**config.mk**
```make
export PLATFORM = sky130hd
export DESIGN_NAME = haes_event_select
export DESIGN_NICKNAME = d
export VERILOG_FILES = /design/src/haes_pkg.sv /design/src/haes_event_select.sv
export SDC_FILE = /design/constraint.sdc
export NUM_CORES = 1
export LEC_CHECK = 0
export BUFFER_PORTS_ARGS = -buffer_cell sky130_fd_sc_hd__buf_2
export CAP_MARGIN = 20
export CORE_MARGIN = 2
export CORE_UTILIZATION = 30
export CTS_BUF_LIST = sky130_fd_sc_hd__clkbuf_8 sky130_fd_sc_hd__clkbuf_16
export CTS_CLUSTER_SIZE = 10
export DETAILED_ROUTE_END_ITERATION = 8
export PLACE_DENSITY_LB_ADDON = 0.08
export SETUP_SLACK_MARGIN = 0.5
export SLEW_MARGIN = 5
export SYNTH_ARGS = -nofsm -noshare
export SYNTH_HDL_FRONTEND = slang
export SYNTH_SLANG_ARGS = --single-unit
export TNS_END_PERCENT = 30
```
**constraint.sdc**
```tcl
create_clock -name ref_clk -period 6.65 [get_ports ref_clk]
set_input_delay 0.9975 -clock ref_clk [delete_from_list [all_inputs] [get_ports ref_clk]]
set_output_delay 0.9975 -clock ref_clk [all_outputs]
set_load 0.02 [all_outputs]
```
**src/haes_pkg.sv**
```systemverilog
package haes_pkg;

  // Event codes
  localparam logic [7:0] HAES_EV_REQUESTS     = 8'h01;
  localparam logic [7:0] HAES_EV_DIR_PROBE    = 8'h0C;
  localparam logic [7:0] HAES_EV_DIR_UPDATE   = 8'h0D;
  localparam logic [7:0] HAES_EV_MEM_READ     = 8'h17;
  localparam logic [7:0] HAES_EV_MEM_WRITE    = 8'h1A;
  localparam logic [7:0] HAES_EV_CRED_STARVE  = 8'h22;
  localparam logic [7:0] HAES_EV_OPP_BCAST    = 8'h53;
  localparam logic [7:0] HAES_EV_OPP_EARLY    = 8'h54;
  localparam logic [7:0] HAES_EV_ZLEN_WB_DROP = 8'h58;
  localparam logic [7:0] HAES_EV_L2_ADDR_CRED = 8'h59;
  localparam logic [7:0] HAES_EV_L2_DATA_CRED = 8'h5A;

  // Register offsets (word index on the plain port)
  localparam logic [3:0] HAES_REG_SEL0   = 4'h0;
  localparam logic [3:0] HAES_REG_SEL1   = 4'h1;
  localparam logic [3:0] HAES_REG_SEL2   = 4'h2;
  localparam logic [3:0] HAES_REG_SEL3   = 4'h3;
  localparam logic [3:0] HAES_REG_CNT0   = 4'h4;
  localparam logic [3:0] HAES_REG_CNT3   = 4'h7;
  localparam logic [3:0] HAES_REG_STATUS = 4'h8;

  // Select register fields
  localparam int HAES_SEL_CODE_LSB = 0;
  localparam int HAES_SEL_MASK_LSB = 8;
  localparam int HAES_SEL_CLR_BIT  = 16;

  localparam int HAES_NUM_CTR      = 4;
  localparam int HAES_MAX_RD_INC   = 4;
  localparam int HAES_RD_INC_W     = 3;

  localparam logic [31:0] HAES_SEL_RST = 32'h0000_0000;

endpackage

```
**src/haes_event_select.sv**
```systemverilog
// Added by the designer: the register offsets and the address-and-strobe port.
`timescale 1ns/1ps
// Functional notes
// (RQ1) Code 0C counts directory lookups
// (RQ2) Lookup mask: bit0 snooped, bit1 unsnooped
// (RQ3) Directory events only with directory present
// (RQ4) Code 0D counts required directory updates
// (RQ5) Update mask: bit0 sets, bit1 clears
// (RQ6) Codes 59/5A add link2 credits per cycle
// (RQ7) Code 22 counts credit-starved cycles, four pools
// (RQ8) Code 17 adds up to four reads
// (RQ9) Bypass reads excluded from read count
// (RQ10) Code 1A counts writes, four classes
// (RQ11) Code 58 counts dropped zero-length writebacks
// (RQ12) Code 53 counts one per broadcasting request
// (RQ13) Code 54 counts early data returns
// (RQ14) Code 01 counts incoming requests
// (RQ15) Request mask bits 0-3 reads, writes
// (RQ16) Request mask bits 4-5 invalidate-to-exclusive
// (RQ17) Counters 0-3 only; one per cycle
// (RQ18) Several mask bits combine as OR
module haes_event_select
  import haes_pkg::*;
#(
  parameter int CTR_W     = 48,
  parameter int CRED_W    = 6,
  parameter bit DIR_PRESENT = 1'b1
) (
  input  wire logic              ref_clk,
  input  wire logic              sys_rst,
  input  wire logic [3:0]        reg_addr,
  input  wire logic [31:0]       reg_wdata,
  input  wire logic              reg_wr,
  input  wire logic              reg_rd,
  output logic      [31:0]       reg_rdata,
  // Event pulses from the home unit, all on ref_clk
  input  wire logic              dir_probe_snoop_required,
  input  wire logic              dir_probe_snoop_not_required,
  input  wire logic              dir_update_set,
  input  wire logic              dir_update_clear,
  input  wire logic [CRED_W-1:0] link2_addr_credit_sum,
  input  wire logic [CRED_W-1:0] link2_data_credit_sum,
  input  wire logic [3:0]        credit_starved_cycles,
  input  wire logic [3:0]        memctl_read_normal,
  input  wire logic [3:0]        memctl_read_bypass,
  input  wire logic [3:0]        memctl_write_tally,
  input  wire logic              zero_len_writeback_drop,
  input  wire logic [3:1]        opportunistic_broadcast,
  input  wire logic [4:1]        opportunistic_early_return,
  input  wire logic [5:0]        request_tally,
  output logic      [3:0]        ctr_active
);

  logic [31:0]      sel_q [HAES_NUM_CTR];
  logic [31:0]      sel_d [HAES_NUM_CTR];
  logic [CTR_W-1:0] cnt_q [HAES_NUM_CTR];
  logic [CTR_W-1:0] cnt_d [HAES_NUM_CTR];
  logic [CTR_W-1:0] inc   [HAES_NUM_CTR];
  logic [31:0]      rdata_d;
  logic [31:0]      rdata_q;
  logic [3:0]       act_d;
  logic [3:0]       act_q;

  // Set bits among four read lanes; the caller removes bypass reads first
  function automatic logic [HAES_RD_INC_W-1:0] popc4(input logic [3:0] v);
    popc4 = {2'h0, v[0]} + {2'h0, v[1]} + {2'h0, v[2]} + {2'h0, v[3]};
  endfunction

  // Event mux for one counter; result is the increment this cycle
  function automatic logic [CTR_W-1:0] ev_inc(input logic [7:0] code, input logic [7:0] m);
    logic [CTR_W-1:0] r;
    r = '0;
    unique case (code)
      HAES_EV_DIR_PROBE:                                               // [RQ1]
        r[0] = DIR_PRESENT &&                                          // [RQ3]
               ((m[0] && dir_probe_snoop_required) ||                  // [RQ2]
                (m[1] && dir_probe_snoop_not_required));               // [RQ18]
      HAES_EV_DIR_UPDATE:                                              // [RQ4]
        r[0] = DIR_PRESENT &&                                          // [RQ3]
               ((m[0] && dir_update_set) || (m[1] && dir_update_clear)); // [RQ5]
      HAES_EV_L2_ADDR_CRED: r[CRED_W-1:0] = link2_addr_credit_sum;     // [RQ6]
      HAES_EV_L2_DATA_CRED: r[CRED_W-1:0] = link2_data_credit_sum;     // [RQ6]
      HAES_EV_CRED_STARVE:  r[0] = |(m[3:0] & credit_starved_cycles);   // [RQ7]
      HAES_EV_MEM_READ:                                                // [RQ8]
        if (m[0])
          r[HAES_RD_INC_W-1:0] = popc4(memctl_read_normal & ~memctl_read_bypass); // [RQ9]
      HAES_EV_MEM_WRITE:    r[0] = |(m[3:0] & memctl_write_tally);      // [RQ10]
      HAES_EV_ZLEN_WB_DROP: r[0] = zero_len_writeback_drop;            // [RQ11]
      HAES_EV_OPP_BCAST:    r[0] = |(m[3:1] & opportunistic_broadcast); // [RQ12]
      HAES_EV_OPP_EARLY:                                               // [RQ13]
        r[0] = (m[0] && |opportunistic_early_return) ||
               |(m[4:1] & opportunistic_early_return);
      HAES_EV_REQUESTS:     r[0] = |(m[5:0] & request_tally);          // [RQ14] [RQ15] [RQ16]
      default:              r = '0;
    endcase
    ev_inc = r;
  endfunction

  // Only four counters exist; other events never reach a wider bank
  for (genvar i = 0; i < HAES_NUM_CTR; i++) begin : g_ctr                // [RQ17]
    always_comb begin
      inc[i]   = ev_inc(sel_q[i][HAES_SEL_CODE_LSB +: 8], sel_q[i][HAES_SEL_MASK_LSB +: 8]);
      sel_d[i] = sel_q[i];
      cnt_d[i] = cnt_q[i] + inc[i];
      if (reg_wr && reg_addr == HAES_REG_SEL0 + 4'(i)) begin
        sel_d[i] = reg_wdata;
        sel_d[i][HAES_SEL_CLR_BIT] = 1'b0;
        // Clear restarts at zero, this cycle's event is dropped
        if (reg_wdata[HAES_SEL_CLR_BIT])
          cnt_d[i] = '0;
      end
      act_d[i] = |inc[i];
    end
    always_ff @(posedge ref_clk) begin
      if (sys_rst) begin
        sel_q[i] <= HAES_SEL_RST;
        cnt_q[i] <= '0;
      end else begin
        sel_q[i] <= sel_d[i];
        cnt_q[i] <= cnt_d[i];
      end
    end
  end

  always_comb begin
    rdata_d = 32'h0000_0000;
    if (reg_rd) begin
      if (reg_addr <= HAES_REG_SEL3)
        rdata_d = sel_q[reg_addr[1:0]];
      else if (reg_addr <= HAES_REG_CNT3)
        rdata_d = 32'(cnt_q[reg_addr[1:0]]);
      else if (reg_addr == HAES_REG_STATUS)
        rdata_d = {28'h0, act_q};
    end
  end

  always_ff @(posedge ref_clk) begin
    if (sys_rst) begin
      rdata_q <= 32'h0000_0000;
      act_q   <= 4'h0;
    end else begin
      rdata_q <= rdata_d;
      act_q   <= act_d;
    end
  end

  assign reg_rdata  = rdata_q;
  assign ctr_active = act_q;

  a_read_bound: assert property (@(posedge ref_clk) disable iff (sys_rst)
    sel_q[3][7:0] == HAES_EV_MEM_READ |-> inc[3] <= CTR_W'(HAES_MAX_RD_INC)) // [RQ8]
    else $error("read increment above four");
  a_single_inc: assert property (@(posedge ref_clk) disable iff (sys_rst)
    sel_q[0][7:0] == HAES_EV_REQUESTS |-> inc[0] <= CTR_W'(1)) // [RQ17]
    else $error("request increment above one");
  a_dir_lookup: assert property (@(posedge ref_clk) disable iff (sys_rst)
    (sel_q[1][15:0] == 16'h030C && DIR_PRESENT &&
     (dir_probe_snoop_required || dir_probe_snoop_not_required) && !reg_wr)
    |=> cnt_q[1] == $past(cnt_q[1]) + CTR_W'(1)) // [RQ1]
    else $error("lookup not counted");
  a_no_bypass: assert property (@(posedge ref_clk) disable iff (sys_rst)
    (sel_q[3][7:0] == HAES_EV_MEM_READ && (memctl_read_normal == memctl_read_bypass))
    |-> inc[3] == '0) // [RQ9]
    else $error("bypass read counted");
  a_act_follow: assert property (@(posedge ref_clk) disable iff (sys_rst)
    inc[3] != '0 |=> ctr_active[3]) // [RQ18]
    else $error("activity flag missed");
  a_clear_zero: assert property (@(posedge ref_clk) disable iff (sys_rst)
    reg_wr && reg_addr == HAES_REG_SEL0 && reg_wdata[HAES_SEL_CLR_BIT] |=> cnt_q[0] == '0) // [RQ17]
    else $error("clear failed");
  a_cred_add: assert property (@(posedge ref_clk) disable iff (sys_rst)
    sel_q[1][7:0] == HAES_EV_L2_ADDR_CRED |-> inc[1] == CTR_W'(link2_addr_credit_sum)) // [RQ6]
    else $error("credit sum wrong");
  a_wb_drop: assert property (@(posedge ref_clk) disable iff (sys_rst)
    sel_q[0][7:0] == HAES_EV_ZLEN_WB_DROP |-> inc[0][0] == zero_len_writeback_drop) // [RQ11]
    else $error("writeback drop wrong");

  // Per-counter checks, so these events are watched whichever counter holds them; codes 0C, 58 and 59 are checked above on one counter only
  for (genvar i = 0; i < HAES_NUM_CTR; i++) begin : g_chk
    a_upd_any: assert property (@(posedge ref_clk) disable iff (sys_rst)
      sel_q[i][15:0] == 16'h030D
      |-> inc[i] == CTR_W'(DIR_PRESENT && (dir_update_set || dir_update_clear))) // [RQ5]
      else $error("update count wrong");
    a_starve_pool: assert property (@(posedge ref_clk) disable iff (sys_rst)
      sel_q[i][7:0] == HAES_EV_CRED_STARVE
      |-> inc[i] == CTR_W'(|(sel_q[i][11:8] & credit_starved_cycles))) // [RQ7]
      else $error("starve count wrong");
    a_data_cred: assert property (@(posedge ref_clk) disable iff (sys_rst)
      sel_q[i][7:0] == HAES_EV_L2_DATA_CRED |-> inc[i] == CTR_W'(link2_data_credit_sum)) // [RQ6]
      else $error("data credit sum wrong");
    a_read_mask: assert property (@(posedge ref_clk) disable iff (sys_rst)
      sel_q[i][7:0] == HAES_EV_MEM_READ && !sel_q[i][8] |-> inc[i] == '0) // [RQ8]
      else $error("read counted without mask");
    a_write_one: assert property (@(posedge ref_clk) disable iff (sys_rst)
      sel_q[i][7:0] == HAES_EV_MEM_WRITE
      |-> inc[i] == CTR_W'(|(sel_q[i][11:8] & memctl_write_tally))) // [RQ10]
      else $error("write count wrong");
    a_bcast_one: assert property (@(posedge ref_clk) disable iff (sys_rst)
      sel_q[i][7:0] == HAES_EV_OPP_BCAST |-> inc[i] <= CTR_W'(1)) // [RQ12]
      else $error("broadcast above one");
    a_early_all: assert property (@(posedge ref_clk) disable iff (sys_rst)
      sel_q[i][7:0] == HAES_EV_OPP_EARLY && sel_q[i][8]
      |-> inc[i] == CTR_W'(|opportunistic_early_return)) // [RQ13]
      else $error("early return count wrong");
    a_req_inv: assert property (@(posedge ref_clk) disable iff (sys_rst)
      sel_q[i][7:0] == HAES_EV_REQUESTS && sel_q[i][11:8] == 4'h0
      |-> inc[i] == CTR_W'(|(sel_q[i][13:12] & request_tally[5:4]))) // [RQ16]
      else $error("inv-to-excl count wrong");
    a_req_rdwr: assert property (@(posedge ref_clk) disable iff (sys_rst)
      sel_q[i][7:0] == HAES_EV_REQUESTS && sel_q[i][13:12] == 2'h0
      |-> inc[i] == CTR_W'(|(sel_q[i][11:8] & request_tally[3:0]))) // [RQ15]
      else $error("read or write request count wrong");
    a_cnt_step: assert property (@(posedge ref_clk) disable iff (sys_rst)
      !(reg_wr && reg_addr == HAES_REG_SEL0 + 4'(i) && reg_wdata[HAES_SEL_CLR_BIT])
      |=> cnt_q[i] == $past(cnt_q[i]) + $past(inc[i])) // [RQ17]
      else $error("counter step wrong");
  end

endmodule

```
* Yosys cells after proc, flatten, opt, wreduce, memory -nomap -nowiden
Memory sizes are Yosys's and may differ from the RTL's. Cells that the tools add are included.
Cells by class: bitwise gates (word level) 31, magnitude comparators 2, mux-type cells 42, eq/ne operators 48, reduce and logical (&&, ||, !) cells 63, add/sub/neg operators 7
Operator list (count):
- $mux 48 | 12
- $mux 32 | 10
- $add 48x6->48 | 4
- $eq 8x7->1 const B | 20
- $eq 8x4->1 const B | 8
- $eq 8x5->1 const B | 8
- $and 4x4->4 | 13
- $reduce_or 4->1 | 13
- $reduce_or 6->1 | 8
- $pmux 1 s11 | 4
- $eq 8x1->1 const B | 4
- $eq 8x6->1 const B | 4
- $and 6x6->6 | 4
- $logic_and 1x1->1 | 24
- $pmux 2 s3 | 4
- $pmux 3 s2 | 4
- $and 3x3->3 | 4
- $logic_or 1x1->1 | 12
- $mux 3 | 4
- $reduce_or 3->1 | 4
- $eq 4x2->1 const B | 2
- $or 1x1->1 | 8
- $eq 4x1->1 const B | 1
- $eq 4x4->1 const B | 1
- other kinds (11) | 13
Word-level totals: output and inout bits 36, RAM bits 320, register bits after elaboration 36, memories 2
Memories:
- cnt_q | words 4, bits a word 48, rd ports 5, clocked after memory_dff 0, write ports 4, line haes_event_select.sv:56 | logic [CTR_W-1:0] cnt_q [HAES_NUM_CTR];
- sel_q | words 4, bits a word 32, rd ports 5, clocked after memory_dff 0, write ports 4, line haes_event_select.sv:54 | logic [31:0] sel_q [HAES_NUM_CTR];

* Logic depth before layout (Yosys ltp)
Gate-level depths: netlist of the first run.
depth in word-level cells 11, mapped depth 16

* Least setup slack after synthesis of the first run
No wires, ideal clock.
path kind input-to-reg, start point in memctl_read_bypass[0], end point mem cnt_q[1][6], arrival time 4272 ps, cell stages on the path 14, setup slack 2250 ps, required time 6522 ps, cell sequence nand2b_1 fa_1 inv_1 ha_1 a2111oi_0 nand2_1 ha_1 fa_1 a21o_1 a21oi_1 o21a_1 clkbuf_1 xnor2_1 nor2_1
RTL lines:
- start, declared | line haes_event_select.sv:45 | input wire logic [3:0] memctl_read_bypass,
- end, declared | line haes_event_select.sv:56

==> impl_metrics.py, run 1 <==
metrics = {
    "outcome": {
        "status": "finished clean",
    },
    "detailed_routing": {
        "via_per_inst": 5.66,
        "vias": 14655,
        "first_pass_iters": 7,
        "routed_wl_mm": 59.1,
        "postRouteAntennaNets": 0,
        "wl_per_cell_um": 22.8,
        "drtIter0Drc": 1144,
        "drc": 0,
    },
    "synthesis": {
        "synth-edff-count": 0,
        "synth_top_area_share": 0.365,
        "synth_async_sr_flop_share": 0,
        "synthCells": 1834,
        "synth_seq_cells": 288,
        "synth_ff_type": "dfxtp_1",
        "syn-cell-area_um2": 15800,
        "synth.largest_area_cell": "dfxtp_1",
        "synth_area_leaders": "dfxtp_1 (37%), mux4_2 (9.0%), nand2_1 (8.1%)",
        "synth-warning-count": 0,
        "ys_seq_area_frac": 0.365,
        "yosysUniqueCellTypes": 85,
        "synth_fp_nets": 1951,
        "synth.avg_cell_area_um2": 8.61,
    },
    "sta": {
        "max_freq_mhz": 225,
        "grt_setup_unrepaired": "false",
        "slew_headroom": 0.301,
        "period_share": 0.670,
        "drv_slew": 0,
        "fin_setup_tns_ns": 0,
        "min_period_ns": 4.45,
        "setup_viol": 0,
        "worst_pin_slew_ns": 1.05,
        "hold_violations": 0,
        "clock_skew_ns": 0.0141,
    },
    "worst_setup_path": {
        "crit_required_ns": 7.10,
        "max_stage_delay_ns": 0.64,
        "cp_max_fo": 21,
        "reg2reg_depth": 9,
        "cp_data_arrival_time_ns": 4.90,
        "crit_chain": "buf_2, nand2b_1, fa_1, inv_1, ha_1, nand4_1, a211o_1, nand4b_1, ha_1, fa_1, a21o_1, a21oi_1, o21a_1, o311ai_0, o41ai_1",
        "cpLargestDelayFamily": "compound AO/OA/AOI/OAI gates",
        "rrSetupSlack_ns": 2.59,
        "crit_cells": 15,
        "crit_type": "primary input to flip-flop",
        "critPathLaunchType": "primary input",
        "cp_slowest_cell": "o21a_1",
        "cp-end-kind": "flip-flop",
        "critPathBufInv": 2,
    },
    "clock_network": {
        "cts_max_level": 2,
        "clk_latency_ns": 0.57,
        "cts.clk_slew.worst_paths_ns": 0.05,
        "cts_tree": "done",
        "clock_path_buffers": 3,
        "post_cts_resized": 0,
        "cts.sinks": 288,
        "cts-root-buf": "clkbuf_16",
        "cts_hold_buf": 0,
        "cts_buffers": 37,
        "postCtsSetupBuffers": 0,
    },
    "hold_path": {
        "hold_depth": 2,
        "hold_class": "flip-flop to flip-flop",
    },
    "die": {
        "die_y_um": 233,
        "io_pins": 122,
        "core_um2": 52300,
        "rows": 84,
        "die_area_um2": 54500,
        "initial_utilization": 0.302,
        "die_x_um": 233,
    },
    "power": {
        "finalPower_mw": 3.86,
        "power_frac_comb": 0.058,
        "p_seq_frac": 0.454,
        "leakagePower_nw": 6.35,
        "p_per_area_nw_per_um2": 214,
        "peakVddDrop_mv": 0.152,
        "swShare": 0.252,
        "internal_power_mw": 2.88,
        "clkPwrFrac": 0.488,
        "power_switching_uw": 972,
    },
    "grt": {
        "grt.overflow.total": 0,
        "grtUsageMet2": 0.346,
        "grt_start_max_net_pins": 71,
        "grt.busiest_layer": "met2",
        "grtUsageMet1": 0.294,
        "grt_pass1_vias": 13921,
        "antenna_found_initial": 2,
        "grt_pass1_wl_mm": 89.0,
        "met3_usage": 0.0308,
        "grt.total_usage": 0.217,
    },
    "job": {
        "maxCapViolCount": 0,
    },
    "placement": {
        "portBuffers": 121,
        "dp_hpwl_mm": 42.2,
        "gp_congestion": 0.907,
    },
    "finish": {
        "layout_commonest_cell": "nand2_1",
        "fillers": 5518,
        "final_cell_mix": "nand2_1 (340), dfxtp_1 (288), a21oi_1 (209)",
        "layout.nets": 2000,
        "drive_gt1_frac": 0.152,
        "areaGrowthSynthToFinish_pct": 14.2,
    },
}
final timing paths:
| check | startpoint | end |
|---|---|---|
| min reg2reg | sel_q[1][26] | sel_q[1][26] |
| max reg2reg | sel_q[3][1] | cnt_q[3][17] |
| max | memctl_read_bypass[0] | cnt_q[3][22] |
| min | sel_q[1][26] | sel_q[1][26] |
final cells by class:
| class | count | area, um^2 | area share |
|---|---|---|---|
| well taps | 688 | 861 | 0.0478 |
| flip-flops and latches | 288 | 5770 | 0.320 |
| clock buffers | 43 | 1010 | 0.0560 |
| clock inverters | 15 | 87.6 | 0.00486 |
| diodes | 1 | 2.50 | 0.000139 |
| repair buffers | 145 | 793 | 0.0440 |
| multi-input cells | 1386 | 9410 | 0.522 |
| inverters | 25 | 93.8 | 0.00521 |
worst reg2reg max path, stage by stage (launching register included):
cell and delay (ns):
dfxtp_1 0.58, nor2b_1 0.58, a22oi_1 0.20, nor2_1 0.24, ha_1 0.37, o2111a_2 0.27
nand4_1 0.48, or2_0 0.58, or4_1 0.54, a21oi_1 0.14
sequential cells by signal (all words and copies together) (netlist names):
name	flops
cnt_q	128
ctr_active	4
reg_rdata	32
sel_q	124
cells by family (layout without fill, tap and decap cells):
logic type               after synthesis  in the layout  synth area share
AND/OR/NAND/NOR                      748            748             0.235
AO/OA/AOI/OAI                        472            472             0.196
flip-flops                           288            288             0.365
buffers and inverters                160            228            0.0418
multiplexers                         124            124             0.129
adder cells (fa/ha/maj)               31             31            0.0269
XOR/XNOR                              11             11           0.00610
other                                  0              1                 0
per-layer routing:
| layer | wire length, um | vias to the layer above |
|---|---|---|
| li1 | - | 6948 |
| met1 | 27000 | 7154 |
| met2 | 26800 | 459 |
| met3 | 3090 | 94 |
| met4 | 2170 | 0 |
| met5 | 0 | - |
power by group through the flow:
stage	Sequential (mW)	Combinational (mW)	Clock, mW
2_1_floorplan	1.78	0.128	0
3_3_place_gp	1.79	0.224	0
3_5_place_dp	1.79	0.226	0
4_1_cts	1.75	0.226	1.94
5_1_grt	1.75	0.243	2.00
6_report	1.75	0.224	1.88
synth_stat cells (15+ instances only):
cell,count
nand2_1,340
or4_1,53
nand4_1,42
mux4_2,63
a22oi_1,54
dfxtp_1,288
a21oi_1,209
nor2_1,95
mux2i_1,61
buf_2,33
o21ai_0,24
ha_1,26
nand2b_1,29
a21o_1,17
o31ai_1,47
nand3_1,43
clkbuf_1,86
and3_1,19
inv_1,25
nor3_1,17
nor2b_1,15
through the flow:
step / setup WS [ns] / cell area, um^2 / util / std cells / hold slack (ns)
6_report: 2.20 / 18000 / 0.344 / 2591 / 0.452
5_1_grt: 1.93 / 18000 / 0.344 / 2591 / 0.469
4_1_cts: 2.22 / 18000 / 0.344 / 2589 / 0.451
3_5_place_dp: 1.60 / 16900 / 0.323 / 2531 / 0.444
3_3_place_gp: 1.70 / 16900 / 0.323 / 2531 / 0.440
2_1_floorplan: 2.25 / 15800 / - / 1834 / 0.433
(Power assumes the default switching activity.)
==> inputs of run 2 (changes only) <==
- ABC_AREA: default -> 1
- clock period: 6.65 -> 3.95 ns (I/O delays scaled with it)
==> run 2 against run 1 <==
Against the previous run: non-clock buffer count increased by 3; clock-buffer cell count decreased by 1; final cell count increased by 26%; setup slack got worse by 1.5 ns; total power increased by 79%; sequential share of layout area decreased by 1.3 points; area after synthesis increased by 3.3%; die area increased by 3.3%; critical path depth increased by 5; first-iteration DRC count increased by 44%; combinational power increased by 74%; critical path type unchanged.
==> impl_metrics.py, run 2 <==
metrics = {
    "grt": {
        "grtUsageMet2": 0.361,
        "grt_start_max_net_pins": 103,
        "grt.total_usage": 0.232,
        "met3_usage": 0.0296,
        "grt_pass1_vias": 16130,
        "grt.overflow.total": 0,
        "antenna_found_initial": 3,
        "grt.busiest_layer": "met2",
        "grtUsageMet1": 0.329,
        "grt_pass1_wl_mm": 99.2,
    },
    "sta": {
        "fin_setup_tns_ns": 0,
        "grt_setup_unrepaired": "true",
        "min_period_ns": 3.26,
        "hold_violations": 0,
        "drv_slew": 0,
        "period_share": 0.826,
        "setup_viol": 0,
        "clock_skew_ns": 0.0226,
        "worst_pin_slew_ns": 1.07,
        "max_freq_mhz": 307,
        "slew_headroom": 0.285,
    },
    "clock_network": {
        "cts.clk_slew.worst_paths_ns": 0.06,
        "cts_buffers": 39,
        "clk_latency_ns": 0.58,
        "cts.sinks": 288,
        "post_cts_resized": 0,
        "cts-root-buf": "clkbuf_16",
        "clock_path_buffers": 3,
        "cts_max_level": 2,
        "cts_tree": "done",
        "cts_hold_buf": 0,
        "postCtsSetupBuffers": 0,
    },
    "die": {
        "die_area_um2": 56300,
        "initial_utilization": 0.303,
        "rows": 85,
        "die_x_um": 237,
        "die_y_um": 237,
        "core_um2": 53800,
        "io_pins": 122,
    },
    "placement": {
        "dp_hpwl_mm": 50.1,
        "gp_congestion": 0.921,
        "portBuffers": 121,
    },
    "power": {
        "finalPower_mw": 6.90,
        "leakagePower_nw": 7.12,
        "peakVddDrop_mv": 0.304,
        "p_per_area_nw_per_um2": 367,
    },
    "detailed_routing": {
        "wl_per_cell_um": 20.3,
        "drtIter0Drc": 1651,
        "postRouteAntennaNets": 0,
        "drc": 0,
        "first_pass_iters": 6,
        "via_per_inst": 5.25,
        "routed_wl_mm": 66.3,
        "vias": 17169,
    },
    "worst_setup_path": {
        "cp_slowest_cell": "fa_1",
        "cp-end-kind": "flip-flop",
        "critPathBufInv": 5,
        "cp_data_arrival_time_ns": 3.76,
        "max_stage_delay_ns": 0.55,
        "crit_required_ns": 4.45,
        "cpMostUsedCell": "nand2_1",
        "crit_chain": "buf_2, inv_1, nand2_1, fa_1, inv_1, ha_1, nand4_1, nand2_1, nor2_1, nand3_1, ha_1, fa_1, nand3_1, nand2_2, a21oi_4, inv_1, buf_4, nand2_1, nand2_1, a21oi_1",
        "critPathLaunchType": "primary input",
        "crit_type": "primary input to flip-flop",
        "cp_max_fo": 6,
        "cpLargestDelayFamily": "adder cells",
    },
    "finish": {
        "layout.nets": 2669,
        "final_cell_mix": "nand2_1 (544), dfxtp_1 (288), nor2_1 (286)",
        "layout_commonest_cell": "nand2_1",
        "largest_register_ff_count": 128,
        "areaGrowthSynthToFinish_pct": 15.3,
        "regMostFlops": "cnt_q",
        "fillers": 5955,
        "drive_gt1_frac": 0.117,
    },
    "synthesis": {
        "synth-edff-count": 0,
        "synth_top_area_share": 0.353,
        "synth_fp_nets": 2569,
        "synth_ff_type": "dfxtp_1",
        "synth-warning-count": 0,
        "synth_async_sr_flop_share": 0,
        "synth.largest_area_cell": "dfxtp_1",
        "synthTopCellsByCount": "nand2_1 (548), nor2_1 (289), dfxtp_1 (288)",
        "synth.avg_cell_area_um2": 6.65,
        "synthCells": 2452,
        "yosysMostFrequentCell": "nand2_1",
        "ys_seq_area_frac": 0.353,
        "synth_seq_cells": 288,
        "syn-cell-area_um2": 16300,
        "synth_area_leaders": "dfxtp_1 (35%), nand2_1 (13%), nor2_1 (6.7%)",
        "yosysUniqueCellTypes": 57,
    },
    "hold_path": {
        "hold_class": "primary input to flip-flop",
    },
    "job": {
        "maxCapViolCount": 0,
    },
    "outcome": {
        "status": "finished clean",
    },
}
==> run 2: cell types whose count changed in the layout (fill, tap and decap cells not counted), moves of 40 or more <==
cell,previous run,this run
o22ai_1,1,81
nand3_1,43,142
or4_1,53,0
inv_1,33,273
nand2_1,340,544
nor3_1,16,60
nor2_1,94,286
mux2i_1,61,0
a22oi_1,54,14
o21ai_0,24,185
mux4_2,63,0
o31ai_1,47,0
==> run 2: area by class of cell <==
type	instances	area, um^2	share of cell area
diodes	1	2.50	0.000133
multi-input cells	1789	9040	0.481
clock inverters	21	234	0.0124
repair buffers	148	808	0.0430
flip-flops and latches	288	5770	0.306
clock buffers	42	1020	0.0541
well taps	696	871	0.0463
inverters	286	1070	0.0571
==> run 2: worst paths after layout <==
check                       to  cells past startpoint  slack, ns                   from
setup / recovery  cnt_q[2][22]                     20       0.69  memctl_read_bypass[0]
setup reg to reg  cnt_q[3][28]                     18       0.87            sel_q[3][6]
hold reg to reg   sel_q[2][24]                      2       0.45           sel_q[2][24]
hold / removal    sel_q[1][25]                      3       0.29          reg_wdata[25]
==> run 2: cells by family after synthesis <==
group / count (synthesis) / share of synthesized area
compound gates: 554 / 0.196
simple gates: 1185 / 0.319
buf+inv: 375 / 0.0947
fa+ha+maj: 31 / 0.0261
flops: 288 / 0.353
xor+xnor: 19 / 0.0102
==> run 2: power breakdown <==
group / switching (mW) / leakage (nW) / internal [mW]
sequential: 0.0257 / 2.32 / 2.94
clock: 1.44 / 0.648 / 2.11
combinational: 0.291 / 4.15 / 0.0975
total: 1.76 / 7.12 / 5.14
==> run 2: per-stage QoR <==
stage | cell area, um^2 | hold slack (ns) | std cells | utilization | worst slack (ns)
2_1_floorplan | 16300 | 0.425 | 2452 | - | 0.506
3_3_place_gp | 17500 | 0.435 | 3207 | 0.326 | 0.00719
3_5_place_dp | 17500 | 0.448 | 3207 | 0.326 | 0.0304
4_1_cts | 18800 | 0.258 | 3270 | 0.349 | 0.614
5_1_grt | 18800 | 0.290 | 3271 | 0.350 | 0.452
6_report | 18800 | 0.293 | 3271 | 0.350 | 0.688
==> run 2: worst reg2reg max path: stages (launching register included) <==
cell and delay [ns]:
dfxtp_1 0.32, nor2_1 0.30, nand3_1 0.28, inv_1 0.16
nand3_1 0.08, nor2_1 0.13, nor2_1 0.09, nand3_1 0.16
ha_1 0.22, fa_1 0.21, nand3_1 0.08, nand2_1 0.11
inv_1 0.08, o21bai_2 0.18, nand2_1 0.13, nor2_1 0.21
nand2_1 0.08, nand2_1 0.07, a21oi_1 0.05
==> run 2: layer usage <==
layer  wire (um)  share of wire
met5          13        0.00020
met4        2040          0.031
met3        3890          0.059
met2       29000           0.44
met1       31300           0.47
==> inputs of run 3 (changes only) <==
- clock period: 3.95 -> 2.8 ns (I/O delays scaled with it)
==> run 3 against run 2 <==
Against the previous run: first-iteration DRC count is 14% lower; the flow now finishes with violations (setup timing); final cell count is 4.8% higher; sequential power is 41% higher; critical path type unchanged; cell area is 12% higher.
==> impl_metrics.py, run 3 (synthesis results as in run 2) <==
metrics = {
    "worst_setup_path": {
        "reg2reg_depth": 18,
        "cp_data_arrival_time_ns": 3.31,
        "cp_max_fo": 5,
        "crit_type": "primary input to flip-flop",
        "crit_required_ns": 3.27,
        "cp-end-kind": "flip-flop",
        "r2r_end": "cnt_q[2][18]",
        "worstReg2RegStart": "sel_q[2][8]",
        "critPathLaunchType": "primary input",
        "rrSetupSlack_ns": 0,
    },
    "detailed_routing": {
        "wl_met1_mm": 33.1,
        "wl_per_cell_um": 20.1,
        "wl_met3_mm": 3.86,
        "postRouteAntennaNets": 0,
        "vias": 17671,
        "met2_length_mm": 30.5,
        "first_pass_iters": 7,
        "routed_wl_mm": 68.8,
        "via_per_inst": 5.15,
        "drtIter0Drc": 1428,
        "drc": 0,
        "top_layer_used": "met5",
    },
    "grt": {
        "grt_pass1_vias": 16145,
        "antenna_found_initial": 3,
        "grt_start_max_net_pins": 127,
        "grt.overflow.total": 0,
        "grt.total_usage": 0.236,
        "grt_pass1_wl_mm": 101,
    },
    "die": {
        "core_um2": 53800,
        "die_area_um2": 56300,
        "die_y_um": 237,
        "rows": 85,
        "initial_utilization": 0.303,
        "die_x_um": 237,
        "io_pins": 122,
    },
    "power": {
        "peakVddDrop_mv": 0.398,
        "p_per_area_nw_per_um2": 460,
        "power_frac_comb": 0.066,
        "clkPwrFrac": 0.502,
        "power_switching_mw": 2.53,
        "internal_power_mw": 7.12,
        "swShare": 0.262,
        "p_seq_frac": 0.432,
        "finalPower_mw": 9.65,
        "leakagePower_nw": 8.11,
    },
    "clock_network": {
        "cts.sinks": 288,
        "clock_path_buffers": 3,
        "cts.clk_slew.worst_paths_ns": 0.06,
        "cts_max_level": 2,
        "cts_tree": "done",
        "clk_latency_ns": 0.59,
        "cts_buffers": 38,
        "cts_hold_buf": 0,
        "cts-root-buf": "clkbuf_16",
    },
    "outcome": {
        "status": "complete, but fails checks",
        "violations": "setup timing",
    },
    "finish": {
        "final_cell_mix": "nand2_1 (507), dfxtp_1 (281), nor2_1 (262)",
        "drive_gt1_frac": 0.225,
        "antenna_cells": 0,
        "regMostFlops": "cnt_q",
        "largest_register_ff_count": 128,
        "layout.nets": 2825,
        "areaGrowthSynthToFinish_pct": 28.7,
        "layout_commonest_cell": "nand2_1",
    },
    "sta": {
        "layout_setup_ws_ns": -0.0375,
        "hold_violations": 0,
        "drv_slew": 0,
        "slew_headroom": 0.456,
        "worst_pin_slew_ns": 0.815,
        "clock_skew_ns": 0.0253,
        "min_period_ns": 2.84,
        "setup_viol": 7,
        "hold_ws_ns": 0.109,
        "grt_setup_unrepaired": "true",
        "max_freq_mhz": 352,
        "period_share": 1.01,
    },
    "placement": {
        "portBuffers": 121,
        "dp_hpwl_mm": 52.0,
        "gp_congestion": 0.913,
    },
    "hold_path": {
        "hold_class": "primary input to flip-flop",
        "min_from": "reg_wdata[19]",
        "hold_end": "sel_q[0][19]",
        "hold_depth": 3,
    },
    "job": {
        "maxCapViolCount": 0,
    },
}
[run 3: worst max path at each step]
| stage | to | startpoint | cells past startpoint |
|---|---|---|---|
| 2_1_floorplan | cnt_q[2][18] | memctl_read_bypass[3] | 19 |
| 5_1_grt | cnt_q[2][19] | memctl_read_bypass[3] | 22 |
| 4_1_cts | cnt_q[3][20] | memctl_read_bypass[0] | 19 |
| 6_report | cnt_q[2][18] | memctl_read_bypass[3] | 21 |
| 3_5_place_dp | cnt_q[0][16] | memctl_read_bypass[3] | 21 |
| 3_3_place_gp | cnt_q[0][24] | memctl_read_bypass[3] | 21 |
[run 3: layout make-up]
type | count | area [um^2]
Sequential cell | 288 | 5780
Inverter | 286 | 1100
Clock inverter | 15 | 130
Tap cell | 696 | 871
Multi-Input combinational cell | 1789 | 9900
Timing Repair Buffer | 305 | 2130
Clock buffer | 49 | 1100
Fill cell | 5760 | 32800
[run 3: power by group through the flow]
stage	registers, mW	clock network, mW	logic (mW)
final	4.17	4.85	0.637
after global routing	4.17	5.13	0.688
after CTS	4.17	4.96	0.632
after detailed placement	4.26	0	0.624
after global placement	4.26	0	0.623
after floorplan	4.25	0	0.305
[run 3: per-stage QoR]
step	setup TNS, ns	setup slack [ns]	area (um^2)	util	cells
2_1_floorplan	-5.65	-0.174	16500	-	2452
3_3_place_gp	-70.11	-0.857	18800	0.349	3338
3_5_place_dp	-69.93	-0.851	18800	0.349	3338
4_1_cts	0	0.0302	20500	0.381	3416
5_1_grt	-4.07	-0.138	21000	0.390	3428
6_report	-0.106	-0.0375	21000	0.390	3428
[run 3: worst max-delay path, cell delays in order]
cell and delay (ns):
buf_8 0.11, inv_12 0.04, nand2_4 0.03, fa_1 0.55
inv_2 0.05, ha_4 0.16, ha_4 0.25, nand2_2 0.06
nand3b_1 0.10, nand2_1 0.07, nor2_2 0.17, inv_2 0.06
fa_2 0.35, nand3_2 0.09, nand2_4 0.07, a21oi_4 0.31
inv_2 0.10, nand2_2 0.10, nor2_1 0.05, nor2_1 0.11
nor3_2 0.05
[run 3: metal layers]
| layer | GRT usage | up-vias |
|---|---|---|
| li1 | - | 8705 |
| met1 | 0.343 | 8334 |
| met2 | 0.369 | 551 |
| met3 | 0.0341 | 75 |
| met4 | 0.0526 | 6 |
| met5 | 0 | - |
[run 3: repair_timing]
| action | 4_1_cts | 5_1_grt |
|---|---|---|
| resized for setup | 101 | 105 |
| buffers inserted | 14 | 12 |
| pin swaps | 65 | 74 |
| endpoints found under the setup margin | 120 | 120 |
